## config.mk

```make
export PLATFORM = sky130hd
export DESIGN_NAME = modbus_request_handler
export DESIGN_NICKNAME = d
export VERILOG_FILES = /design/src/core/diag_counter_bank.v /design/src/core/modbus_request_handler.v
export VERILOG_INCLUDE_DIRS = /design/src /design/src/core
export SDC_FILE = /design/constraint.sdc
export NUM_CORES = 1
export LEC_CHECK = 0
export BUFFER_PORTS_ARGS = -buffer_cell sky130_fd_sc_hd__buf_2
export CAP_MARGIN = 20
export CORE_MARGIN = 2
export CORE_UTILIZATION = 46
export DETAILED_ROUTE_END_ITERATION = 8
export SLEW_MARGIN = 30
export SYNTH_ARGS = -nofsm -noshare
export SYNTH_HDL_FRONTEND = slang
export SYNTH_HIERARCHICAL = 1
export SYNTH_SLANG_ARGS = --single-unit
```

## constraint.sdc

```tcl
create_clock -name REF_CLK_IN -period 14.65 [get_ports REF_CLK_IN]
set_clock_uncertainty 0.15 [all_clocks]
set_input_delay 2.1975 -clock REF_CLK_IN [delete_from_list [all_inputs] [get_ports REF_CLK_IN]]
set_output_delay 2.1975 -clock REF_CLK_IN [all_outputs]
set_load 0.02 [all_outputs]
```

## src/core/mb_handler_defines.vh

```
`ifndef MB_HANDLER_DEFINES_VH
`define MB_HANDLER_DEFINES_VH

// ----------------------------------------
// Function and exception codes
// ----------------------------------------
`define FC_READ_HOLD 8'h03
`define FC_DIAG 8'h08
`define FC_WRITE_MULTI 8'h10
`define FC_EXC_BIT 8'h80
`define EXC_NONE 8'h00
`define EXC_ILL_FUNC 8'h01
`define EXC_ILL_ADDR 8'h02
`define EXC_ILL_VALUE 8'h03
`define EXC_DEV_FAIL 8'h04
`define BCAST_ADDR 8'h00

// ----------------------------------------
// Limit and default windows
// ----------------------------------------
`define OFS_MIN 16'h2710
`define OFS_MAX 16'h4e20
`define OFS_DEF 16'h7530
`define SEL_DIRECT 2'h0
`define SEL_MIN 2'h1
`define SEL_MAX 2'h2
`define SEL_DEF 2'h3

// ----------------------------------------
// Quantity limits and diagnostics
// ----------------------------------------
`define QTY_MIN 16'h0001
`define QTY_MAX 16'h0010
`define SUB_LOOPBACK 16'h0000
`define SUB_CLEAR_ALL 16'h000a
`define SUB_FIRST_CNT 16'h000b
`define SUB_LAST_CNT 16'h0012
`define SUB_CLEAR_OVR 16'h0014

// ----------------------------------------
// Frame byte positions and lengths
// ----------------------------------------
`define POS_SLAVE 8'h00
`define POS_FUNC 8'h01
`define POS_ADDR_HI 8'h02
`define POS_ADDR_LO 8'h03
`define POS_QTY_HI 8'h04
`define POS_QTY_LO 8'h05
`define POS_BCOUNT 8'h06
`define POS_DATA0 8'h07
`define LEN_FIXED 8'h06
`define LEN_EXC 8'h03
`define LEN_READ_HDR 8'h03
`define LEN_ECHO 8'h06

// ----------------------------------------
// Diagnostic counter slots
// ----------------------------------------
`define CNT_NUM 8
`define CNT_BUS 0
`define CNT_CRC 1
`define CNT_EXC 2
`define CNT_SLV 3
`define CNT_NORESP 4
`define CNT_OVR 7

`endif

```

## src/core/diag_counter_bank.v

```verilog
`timescale 1ns/1ps
`default_nettype none

module diag_counter_bank #(
    parameter COUNT = 8,
    parameter WIDTH = 16
) (
    input wire clk_in,                          // System clock
    input wire rst_in,                          // Synchronous reset, high
    input wire [COUNT-1:0] inc_in,              // Count pulses
    input wire [COUNT-1:0] clr_in,              // Clear pulses
    input wire flag_set_in,                     // Overrun flag set pulse
    input wire flag_clr_in,                     // Overrun flag clear pulse
    output wire [COUNT*WIDTH-1:0] counts_out,   // All counters, slot 0 lowest
    output reg flag_out                         // Overrun flag
);

    // ----------------------------------------
    // Counters
    // ----------------------------------------
    genvar g;
    generate
        for (g = 0; g < COUNT; g = g + 1) begin : g_cnt
            reg [WIDTH-1:0] cnt_reg;
            // Count beats clear, so an event in the clear cycle survives
            always @(posedge clk_in) begin
                if (rst_in) begin
                    cnt_reg <= {WIDTH{1'b0}};
                end else if (inc_in[g]) begin
                    cnt_reg <= clr_in[g] ? {{(WIDTH-1){1'b0}}, 1'b1} : cnt_reg + 1'b1;
                end else if (clr_in[g]) begin
                    cnt_reg <= {WIDTH{1'b0}};
                end
            end
            assign counts_out[g*WIDTH +: WIDTH] = cnt_reg;
        end
    endgenerate

    // Overrun flag, set wins over clear
    always @(posedge clk_in) begin
        if (rst_in) begin
            flag_out <= 1'b0;
        end else if (flag_set_in) begin
            flag_out <= 1'b1;
        end else if (flag_clr_in) begin
            flag_out <= 1'b0;
        end
    end

endmodule

`default_nettype wire

```

## src/core/modbus_request_handler.v

```verilog
`timescale 1ns/1ps
`default_nettype none
`include "mb_handler_defines.vh"

module modbus_request_handler #(
    parameter [7:0] SLAVE_ADDR = 8'h01
) (
    input wire REF_CLK_IN,              // System clock, 10 MHz
    input wire SYS_RST_IN,              // Synchronous reset, high
    input wire [7:0] RX_DATA_IN,        // Frame byte, CRC stripped
    input wire RX_VALID_IN,             // Frame byte strobe
    input wire RX_END_IN,               // End of frame pulse
    input wire RX_CRC_OK_IN,            // Frame CRC good, with end pulse
    input wire RX_OVERRUN_IN,           // Character overrun, with end pulse
    input wire PASSWORD_OK_IN,          // Write access granted
    input wire MAP_DEFINED_IN,          // Address inside valid space
    input wire MAP_HIT_IN,              // Address is a mapped register
    input wire MAP_FIRST_IN,            // First register of its item
    input wire MAP_LAST_IN,             // Last register of its item
    input wire MAP_WRITABLE_IN,         // Register is writable
    input wire [15:0] MAP_VALUE_IN,     // Register value
    input wire [15:0] MAP_MIN_IN,       // Register minimum
    input wire [15:0] MAP_MAX_IN,       // Register maximum
    input wire [15:0] MAP_DEFAULT_IN,   // Register default
    output reg [15:0] MAP_ADDR_OUT,     // Register map address
    output reg MAP_WR_OUT,              // Register write pulse
    output reg [15:0] MAP_WDATA_OUT,    // Register write data
    output reg [7:0] TX_DATA_OUT,       // Response byte, CRC added later
    output reg TX_VALID_OUT,            // Response byte valid
    output reg TX_LAST_OUT,             // Last response byte
    input wire TX_READY_IN,             // Serializer takes byte
    output wire OVERRUN_FLAG_OUT        // Overrun flag
);

    // ----------------------------------------
    // States and storage
    // ----------------------------------------
    localparam [4:0] S_IDLE = 5'h01;
    localparam [4:0] S_CHECK = 5'h02;
    localparam [4:0] S_WALK = 5'h04;
    localparam [4:0] S_COMMIT = 5'h08;
    localparam [4:0] S_SEND = 5'h10;
    localparam CW = 16;

    reg [4:0] state_reg;
    reg [7:0] rx_cnt_reg;
    reg [7:0] slave_reg;
    reg [7:0] func_reg;
    reg [15:0] start_addr_reg;
    reg [15:0] register_quantity_field_reg;
    reg [7:0] payload_byte_total_reg;
    reg [15:0] word_mem [0:15];
    reg crc_ok_reg;
    reg ovr_reg;
    reg [4:0] idx_reg;
    reg phase_reg;
    reg [7:0] exc_reg;
    reg [15:0] echo_word_reg;
    reg [7:0] resp_len_reg;
    reg [7:0] tx_idx_reg;
    reg [`CNT_NUM-1:0] inc_reg;
    reg [`CNT_NUM-1:0] clr_reg;
    reg flag_set_reg;
    reg flag_clr_reg;
    wire [`CNT_NUM*CW-1:0] counts;

    // Splits an address into window select and base register
    function [17:0] split_addr;
        input [15:0] a;
        begin
            if (a >= `OFS_DEF) split_addr = {`SEL_DEF, a - `OFS_DEF};
            else if (a >= `OFS_MAX) split_addr = {`SEL_MAX, a - `OFS_MAX};
            else if (a >= `OFS_MIN) split_addr = {`SEL_MIN, a - `OFS_MIN};
            else split_addr = {`SEL_DIRECT, a};
        end
    endfunction

    // ----------------------------------------
    // Decode helpers
    // ----------------------------------------
    wire [15:0] qty = register_quantity_field_reg;
    wire [15:0] cur_addr = start_addr_reg + {11'h000, idx_reg};
    wire [17:0] cur_split = split_addr(cur_addr);
    wire [1:0] cur_sel = cur_split[17:16];
    wire [15:0] cur_base = cur_split[15:0];
    wire last_idx = ({11'h000, idx_reg} == qty - 16'h0001);
    wire is_write = (func_reg == `FC_WRITE_MULTI);
    wire is_bcast = (slave_reg == `BCAST_ADDR);
    wire for_us = (slave_reg == SLAVE_ADDR) || is_bcast;
    wire [15:0] sub_ofs = start_addr_reg - `SUB_FIRST_CNT;
    wire [2:0] cnt_sel = sub_ofs[2:0];
    wire [15:0] cnt_val = counts[cnt_sel*CW +: CW];
    wire is_cnt_sub = (start_addr_reg >= `SUB_FIRST_CNT) && (start_addr_reg <= `SUB_LAST_CNT);
    wire [15:0] cur_word = word_mem[idx_reg[3:0]];
    wire [7:0] data_ofs = rx_cnt_reg - `POS_DATA0;
    wire [7:0] tx_ofs = tx_idx_reg - `LEN_READ_HDR;
    wire [15:0] tx_word = word_mem[tx_ofs[4:1]];

    // Request checks before any register is touched
    reg [7:0] chk_exc;
    always @* begin
        chk_exc = `EXC_NONE;
        case (func_reg)
            `FC_READ_HOLD: begin
                if (rx_cnt_reg != `LEN_FIXED || qty < `QTY_MIN || qty > `QTY_MAX)
                    chk_exc = `EXC_ILL_VALUE;
            end
            `FC_WRITE_MULTI: begin
                if (qty < `QTY_MIN || qty > `QTY_MAX)
                    chk_exc = `EXC_ILL_VALUE;
                else if ({8'h00, payload_byte_total_reg} != {qty[14:0], 1'b0})
                    chk_exc = `EXC_ILL_VALUE;
                else if (rx_cnt_reg != `POS_DATA0 + payload_byte_total_reg)
                    chk_exc = `EXC_ILL_VALUE;
            end
            `FC_DIAG: begin
                if (rx_cnt_reg != `LEN_FIXED)
                    chk_exc = `EXC_ILL_VALUE;
                else if (!(start_addr_reg == `SUB_LOOPBACK || start_addr_reg == `SUB_CLEAR_ALL ||
                           is_cnt_sub || start_addr_reg == `SUB_CLEAR_OVR))
                    chk_exc = `EXC_ILL_FUNC;
            end
            default: chk_exc = `EXC_ILL_FUNC;
        endcase
    end

    // Per-register verdict while walking the map
    reg [7:0] walk_exc;
    reg [15:0] pick_word;
    always @* begin
        walk_exc = `EXC_NONE;
        case (cur_sel)
            `SEL_MIN: pick_word = MAP_MIN_IN;
            `SEL_MAX: pick_word = MAP_MAX_IN;
            `SEL_DEF: pick_word = MAP_DEFAULT_IN;
            default: pick_word = MAP_VALUE_IN;
        endcase
        // Limit windows exist only for writable registers; others act as holes
        if (!MAP_HIT_IN || (cur_sel != `SEL_DIRECT && !MAP_WRITABLE_IN))
            pick_word = 16'h0000;
        if (!MAP_DEFINED_IN) begin
            walk_exc = `EXC_ILL_ADDR;
        end else if (is_write) begin
            if (idx_reg == 5'h00 && !(MAP_HIT_IN && MAP_FIRST_IN))
                walk_exc = `EXC_ILL_ADDR;
            else if (MAP_HIT_IN && (cur_sel != `SEL_DIRECT || !MAP_WRITABLE_IN))
                walk_exc = `EXC_DEV_FAIL;
            else if (MAP_HIT_IN && !PASSWORD_OK_IN)
                walk_exc = `EXC_DEV_FAIL;
            else if (MAP_HIT_IN && (cur_word < MAP_MIN_IN || cur_word > MAP_MAX_IN))
                walk_exc = `EXC_DEV_FAIL;
            else if (MAP_HIT_IN && last_idx && !MAP_LAST_IN)
                walk_exc = `EXC_DEV_FAIL;
        end
    end

    // Response byte for the current send position
    reg [7:0] resp_byte;
    always @* begin
        if (tx_idx_reg == `POS_SLAVE)
            resp_byte = SLAVE_ADDR;
        else if (tx_idx_reg == `POS_FUNC)
            resp_byte = (exc_reg != `EXC_NONE) ? (func_reg | `FC_EXC_BIT) : func_reg;
        else if (exc_reg != `EXC_NONE)
            resp_byte = exc_reg;
        else if (func_reg == `FC_READ_HOLD)
            resp_byte = (tx_idx_reg == `POS_ADDR_HI) ? {qty[6:0], 1'b0} :
                        (tx_ofs[0] ? tx_word[7:0] : tx_word[15:8]);
        else begin
            case (tx_idx_reg)
                `POS_ADDR_HI: resp_byte = start_addr_reg[15:8];
                `POS_ADDR_LO: resp_byte = start_addr_reg[7:0];
                `POS_QTY_HI: resp_byte = echo_word_reg[15:8];
                default: resp_byte = echo_word_reg[7:0];
            endcase
        end
    end

    // ----------------------------------------
    // Word storage: write data and read results
    // ----------------------------------------
    always @(posedge REF_CLK_IN) begin
        if (state_reg == S_IDLE && RX_VALID_IN && is_write && rx_cnt_reg >= `POS_DATA0 &&
            data_ofs[7:5] == 3'h0) begin
            if (data_ofs[0])
                word_mem[data_ofs[4:1]][7:0] <= RX_DATA_IN;
            else
                word_mem[data_ofs[4:1]][15:8] <= RX_DATA_IN;
        end else if (state_reg == S_WALK && phase_reg && !is_write) begin
            word_mem[idx_reg[3:0]] <= pick_word;
        end
    end

    // Ends a request: answer, or stay silent for broadcast
    task finish;
        input [7:0] len;
        input [7:0] code;
        begin
            idx_reg <= 5'h00;
            phase_reg <= 1'b0;
            exc_reg <= code;
            if (is_bcast) begin
                state_reg <= S_IDLE;
                inc_reg[`CNT_NORESP] <= 1'b1;
            end else begin
                state_reg <= S_SEND;
                resp_len_reg <= len;
                tx_idx_reg <= 8'h00;
                inc_reg[`CNT_EXC] <= (code != `EXC_NONE);
            end
        end
    endtask

    // ----------------------------------------
    // Request state machine
    // ----------------------------------------
    always @(posedge REF_CLK_IN) begin
        if (SYS_RST_IN) begin
            state_reg <= S_IDLE;
            rx_cnt_reg <= 8'h00;
            slave_reg <= 8'h00;
            func_reg <= 8'h00;
            start_addr_reg <= 16'h0000;
            register_quantity_field_reg <= 16'h0000;
            payload_byte_total_reg <= 8'h00;
            crc_ok_reg <= 1'b0;
            ovr_reg <= 1'b0;
            idx_reg <= 5'h00;
            phase_reg <= 1'b0;
            exc_reg <= `EXC_NONE;
            echo_word_reg <= 16'h0000;
            resp_len_reg <= 8'h00;
            tx_idx_reg <= 8'h00;
            TX_DATA_OUT <= 8'h00;
            TX_VALID_OUT <= 1'b0;
            TX_LAST_OUT <= 1'b0;
            MAP_ADDR_OUT <= 16'h0000;
            MAP_WR_OUT <= 1'b0;
            MAP_WDATA_OUT <= 16'h0000;
            inc_reg <= {`CNT_NUM{1'b0}};
            clr_reg <= {`CNT_NUM{1'b0}};
            flag_set_reg <= 1'b0;
            flag_clr_reg <= 1'b0;
        end else begin
            inc_reg <= {`CNT_NUM{1'b0}};
            clr_reg <= {`CNT_NUM{1'b0}};
            flag_set_reg <= 1'b0;
            flag_clr_reg <= 1'b0;
            MAP_WR_OUT <= 1'b0;
            case (state_reg)
                S_IDLE: begin
                    if (RX_VALID_IN) begin
                        rx_cnt_reg <= (rx_cnt_reg == 8'hff) ? rx_cnt_reg : rx_cnt_reg + 8'h01;
                        case (rx_cnt_reg)
                            `POS_SLAVE: slave_reg <= RX_DATA_IN;
                            `POS_FUNC: func_reg <= RX_DATA_IN;
                            `POS_ADDR_HI: start_addr_reg[15:8] <= RX_DATA_IN;
                            `POS_ADDR_LO: start_addr_reg[7:0] <= RX_DATA_IN;
                            `POS_QTY_HI: register_quantity_field_reg[15:8] <= RX_DATA_IN;
                            `POS_QTY_LO: register_quantity_field_reg[7:0] <= RX_DATA_IN;
                            `POS_BCOUNT: payload_byte_total_reg <= RX_DATA_IN;
                            default: rx_cnt_reg <= rx_cnt_reg + {7'h00, rx_cnt_reg != 8'hff};
                        endcase
                    end else if (RX_END_IN) begin
                        crc_ok_reg <= RX_CRC_OK_IN;
                        ovr_reg <= RX_OVERRUN_IN;
                        inc_reg[`CNT_BUS] <= 1'b1;
                        inc_reg[`CNT_CRC] <= !RX_CRC_OK_IN;
                        // Overrun only counts frames meant for this slave
                        if (RX_CRC_OK_IN && RX_OVERRUN_IN && rx_cnt_reg != 8'h00 && for_us) begin
                            inc_reg[`CNT_OVR] <= 1'b1;
                            flag_set_reg <= 1'b1;
                        end
                        if (rx_cnt_reg != 8'h00)
                            state_reg <= S_CHECK;
                    end
                end
                S_CHECK: begin
                    rx_cnt_reg <= 8'h00;
                    if (!crc_ok_reg || ovr_reg || !for_us || rx_cnt_reg < `LEN_EXC) begin
                        state_reg <= S_IDLE;
                    end else begin
                        inc_reg[`CNT_SLV] <= 1'b1;
                        if (chk_exc != `EXC_NONE) begin
                            finish(`LEN_EXC, chk_exc);
                        end else if (func_reg == `FC_DIAG) begin
                            echo_word_reg <= is_cnt_sub ? cnt_val : register_quantity_field_reg;
                            if (start_addr_reg == `SUB_CLEAR_ALL) begin
                                clr_reg <= {`CNT_NUM{1'b1}};
                                flag_clr_reg <= 1'b1;
                            end
                            if (start_addr_reg == `SUB_CLEAR_OVR) begin
                                clr_reg[`CNT_OVR] <= 1'b1;
                                flag_clr_reg <= 1'b1;
                            end
                            finish(`LEN_ECHO, `EXC_NONE);
                        end else begin
                            echo_word_reg <= register_quantity_field_reg;
                            idx_reg <= 5'h00;
                            phase_reg <= 1'b0;
                            state_reg <= S_WALK;
                        end
                    end
                end
                S_WALK: begin
                    // Map answers one cycle after the address is presented
                    if (!phase_reg) begin
                        MAP_ADDR_OUT <= cur_base;
                        phase_reg <= 1'b1;
                    end else begin
                        phase_reg <= 1'b0;
                        if (walk_exc != `EXC_NONE)
                            finish(`LEN_EXC, walk_exc);
                        else if (!last_idx)
                            idx_reg <= idx_reg + 5'h01;
                        else if (is_write) begin
                            idx_reg <= 5'h00;
                            state_reg <= S_COMMIT;
                        end else
                            finish(`LEN_READ_HDR + {qty[6:0], 1'b0}, `EXC_NONE);
                    end
                end
                S_COMMIT: begin
                    // Second pass writes only after the whole request proved clean
                    if (!phase_reg) begin
                        MAP_ADDR_OUT <= cur_base;
                        phase_reg <= 1'b1;
                    end else begin
                        phase_reg <= 1'b0;
                        MAP_WR_OUT <= MAP_HIT_IN && MAP_WRITABLE_IN;
                        MAP_WDATA_OUT <= cur_word;
                        if (last_idx)
                            finish(`LEN_ECHO, `EXC_NONE);
                        else
                            idx_reg <= idx_reg + 5'h01;
                    end
                end
                S_SEND: begin
                    if (TX_VALID_OUT && TX_READY_IN && TX_LAST_OUT) begin
                        TX_VALID_OUT <= 1'b0;
                        TX_LAST_OUT <= 1'b0;
                        state_reg <= S_IDLE;
                    end else if (!TX_VALID_OUT || TX_READY_IN) begin
                        TX_DATA_OUT <= resp_byte;
                        TX_VALID_OUT <= 1'b1;
                        TX_LAST_OUT <= (tx_idx_reg == resp_len_reg - 8'h01);
                        tx_idx_reg <= tx_idx_reg + 8'h01;
                    end
                end
                default: state_reg <= S_IDLE;
            endcase
        end
    end

    // ----------------------------------------
    // Diagnostic counters
    // ----------------------------------------
    diag_counter_bank #(
        .COUNT(`CNT_NUM),
        .WIDTH(CW)
    ) u_counters (
        .clk_in(REF_CLK_IN),
        .rst_in(SYS_RST_IN),
        .inc_in(inc_reg),
        .clr_in(clr_reg),
        .flag_set_in(flag_set_reg),
        .flag_clr_in(flag_clr_reg),
        .counts_out(counts),
        .flag_out(OVERRUN_FLAG_OUT)
    );

endmodule

`default_nettype wire

```

==> qor.yml <==
final_layout:
  syn2layout_area_growth_pct: 12.4
  layout-drive-gt1-share_pct: 19.9
  largest_register_ffs: 256
  finalNetCount: 2992
worst_setup_path:
  cp-start-kind: "register"
  worstPathRequired_ns: 15.06
  crit_family: "simple AND/OR/NAND/NOR gates"
  crit_path_cell_trace: "buf_6 > mux4_2 > mux4_2 > ha_1 > nand2_1 > or3_1 > a211oi_1 > o311a_1 > o2111ai_1 > nor4_1 > a21o_1 > nand2_1 > or4_1 > o2bb2ai_1"
  crit_type: "register to register"
  slowest_delay_ns: 0.59
  worstPathArrival_ns: 6.44
  slowest_stage: "dfxtp_4"
  setup.worst_path.end_class: "register"
  crit_buf_inv: 1
  worst-path-max-fanout: 47
worst_hold_path:
  min_path_type: "register to register"
floorplanning:
  dieArea_um2: 67300
  core_um2: 64500
  initial_core_util_pct: 46.6
  pin_count: 129
  die_h_um: 259
  dieWidth_um: 259
  rows: 93
route:
  drtAntennaViolNets: 0
  drtIter0Drc: 2687
  drcViolationCount: 0
  vias: 23700
  firstDrtPassIters: 6
  wl_per_cell_um: 25.7
  routed_wl_um: 96100
  via_per_inst: 6.33
clock_tree:
  cts_setup_buffers: 0
  cts_sinks: 552
  clkTransAtPathRegs_ns: 0.06
  postCtsHoldBufs: 0
  cts_resized: 0
  tritoncts: "done"
  h-tree-depth: 2
  clk_latency_ns: 0.65
  cts_buffers: 60
  clk_path_buf_depth: 3
  clock-root-buffer: "clkbuf_16"
placed_design:
  port_buffers: 128
  place_congestion: 0.962
  place_ws_ns: 8.44
  place_hpwl_um: 69300
grt:
  grt_util_met2_pct: 44.1
  use_met3_pct: 4.30
  antenna_found_initial: 3
  grt_overflow_total: 0
  gr-usage-met1_pct: 40.6
  grt_pass1_wl_um: 143000
  first_global_vias: 22616
  grt_max_degree: 74
  grt_usage_pct: 28.2
  busiest_layer: "met2"
sta:
  finalSetupTns_ns: 0
  fin_ws_ns: 8.63
  hold_violations: 0
  final.min_clock_period_ns: 6.02
  fmax_ghz: 0.166
  finalCritPeriodShare_pct: 41.1
  slew_headroom_pct: 29.1
  setup_viol: 0
  drv_slew: 0
  grt_setup_unrepaired: "no"
  tightest_slew_ns: 1.05
job:
  drv_cap: 0
synthesis:
  synth_area_per_cell_um2: 10.9
  synth-edff-count: 256
  async_flop_share_pct: 0
  yosys_warnings: 6
  ys_seq_area_share_pct: 45.3
  syn_area_um2: 30000
  syn_inst: 2750
  synth_seq_cells: 552
  ys_types: 106
  synth_flop_cell: "dfxtp_1"
pwr:
  ir_worst_vdd_mv: 0.145
  power.leakage_nw: 11.5
  total_power_mw: 3.35
  p_per_area_nw_per_um2: 99.3
run_status:
  status: "complete, no violations"
-- routing by layer --
layer / part of all wire [%] / routed length (um) / up-vias
met4: 2.7 / 2550 / 0
met5: 0 / 0 / -
li1: - / - / 10519
met2: 46 / 44400 / 1106
met3: 8.5 / 8140 / 159
met1: 43 / 41000 / 11916
-- worst min-delay path: stages, from the launching register on --
cell and delay [ns]:
dfxtp_1 0.31, nand2_1 0.05, a21oi_1 0.05
-- through the flow --
step | cells | area [um^2] | utilization, % | hold slack [ns]
floorplan | 2756 | 30000 | - | 0.281
global placement | 3628 | 31600 | 49.0 | 0.301
detailed placement | 3628 | 31700 | 49.2 | 0.305
CTS | 3741 | 33700 | 52.3 | 0.313
global route | 3741 | 33800 | 52.4 | 0.327
finish | 3742 | 33800 | 52.4 | 0.313
-- report_power, final --
group | switching (mW) | total, mW | internal (mW)
clock | 0.650 | 1.57 | 0.921
sequential | 0.0102 | 1.63 | 1.62
combinational | 0.107 | 0.154 | 0.0463
-- final cells by class --
class / instances / area (um^2)
Tap cell: 855 / 1070
Multi-Input combinational cell: 1961 / 15700
Sequential cell: 552 / 13600
Inverter: 76 / 285
Timing Repair Buffer: 184 / 1070
Fill cell: 5635 / 30700
Clock buffer: 83 / 1670
Clock inverter: 30 / 362
Antenna cell: 1 / 2.50
-- cell usage after synthesis, types with 13 or more instances --
cell      count  area [um^2]
buf_1        18         67.6
inv_1        75          282
nor3_1       61          305
nor2b_1      13         81.3
mux2i_1      60          601
a221o_1      20          200
nand4_1      50          313
o21ai_0      63          315
nor3b_1      13         97.6
a31oi_1      21          131
nand3_1     117          586
edfxtp_1    256         7690
a211o_1      22          193
nand2_1     254          953
and3_1       27          169
nor4_1       41          257
nor2_1      287         1080
ha_1         71          888
clkbuf_1    123          462
xor2_1       62          543
o31ai_1      22          165
xnor2_1     106          928
dfxtp_1     296         5930
or3_1        30          188
mux4_2      189         4260
a21oi_1     166          831
buf_2        18         90.1
-- worst paths after layout --
path / start / endpoint / slack, ns / cells after the start
max reg2reg: register / resp_len_reg[3] / 8.63 / 14
min reg2reg: MAP_WDATA_OUT[3] / MAP_WDATA_OUT[3] / 0.31 / 2
min: MAP_WDATA_OUT[3] / MAP_WDATA_OUT[3] / 0.31 / 2
max: register / resp_len_reg[3] / 8.63 / 14
-- logic make-up (layout without fill, tap and decap cells) --
family | after synthesis | count (layout) | share of synthesized area (%)
XOR/XNOR | 171 | 171 | 5.06
adder cells (fa/ha/maj) | 73 | 73 | 3.06
AND/OR/NAND/NOR | 1005 | 1005 | 17.0
buffers and inverters | 243 | 373 | 3.23
AO/OA/AOI/OAI | 453 | 453 | 10.0
flip-flops | 552 | 552 | 45.3
multiplexers | 252 | 252 | 16.3
other | 1 | 8 | 0.0125
-- layout by cell type, fill, tap and decap left out, types with 22 or more instances in the layout --
master / Yosys / layout
buf_4: 7 / 56
edfxtp_1: 256 / 256
buf_2: 18 / 127
o21ai_0: 63 / 63
nand4_1: 50 / 50
and3_1: 27 / 27
inv_1: 75 / 75
xor2_1: 62 / 61
or3_1: 30 / 30
nor4_1: 41 / 41
nand3_1: 117 / 117
nand2_1: 254 / 254
a21oi_1: 166 / 165
mux2i_1: 60 / 60
nor2_1: 287 / 271
a211o_1: 22 / 22
ha_1: 71 / 70
clkbuf_16: 0 / 61
nor3_1: 61 / 60
mux4_2: 189 / 189
dfxtp_1: 296 / 293
xnor2_1: 106 / 103
No activity file was read; power rests on OpenSTA's default activity.
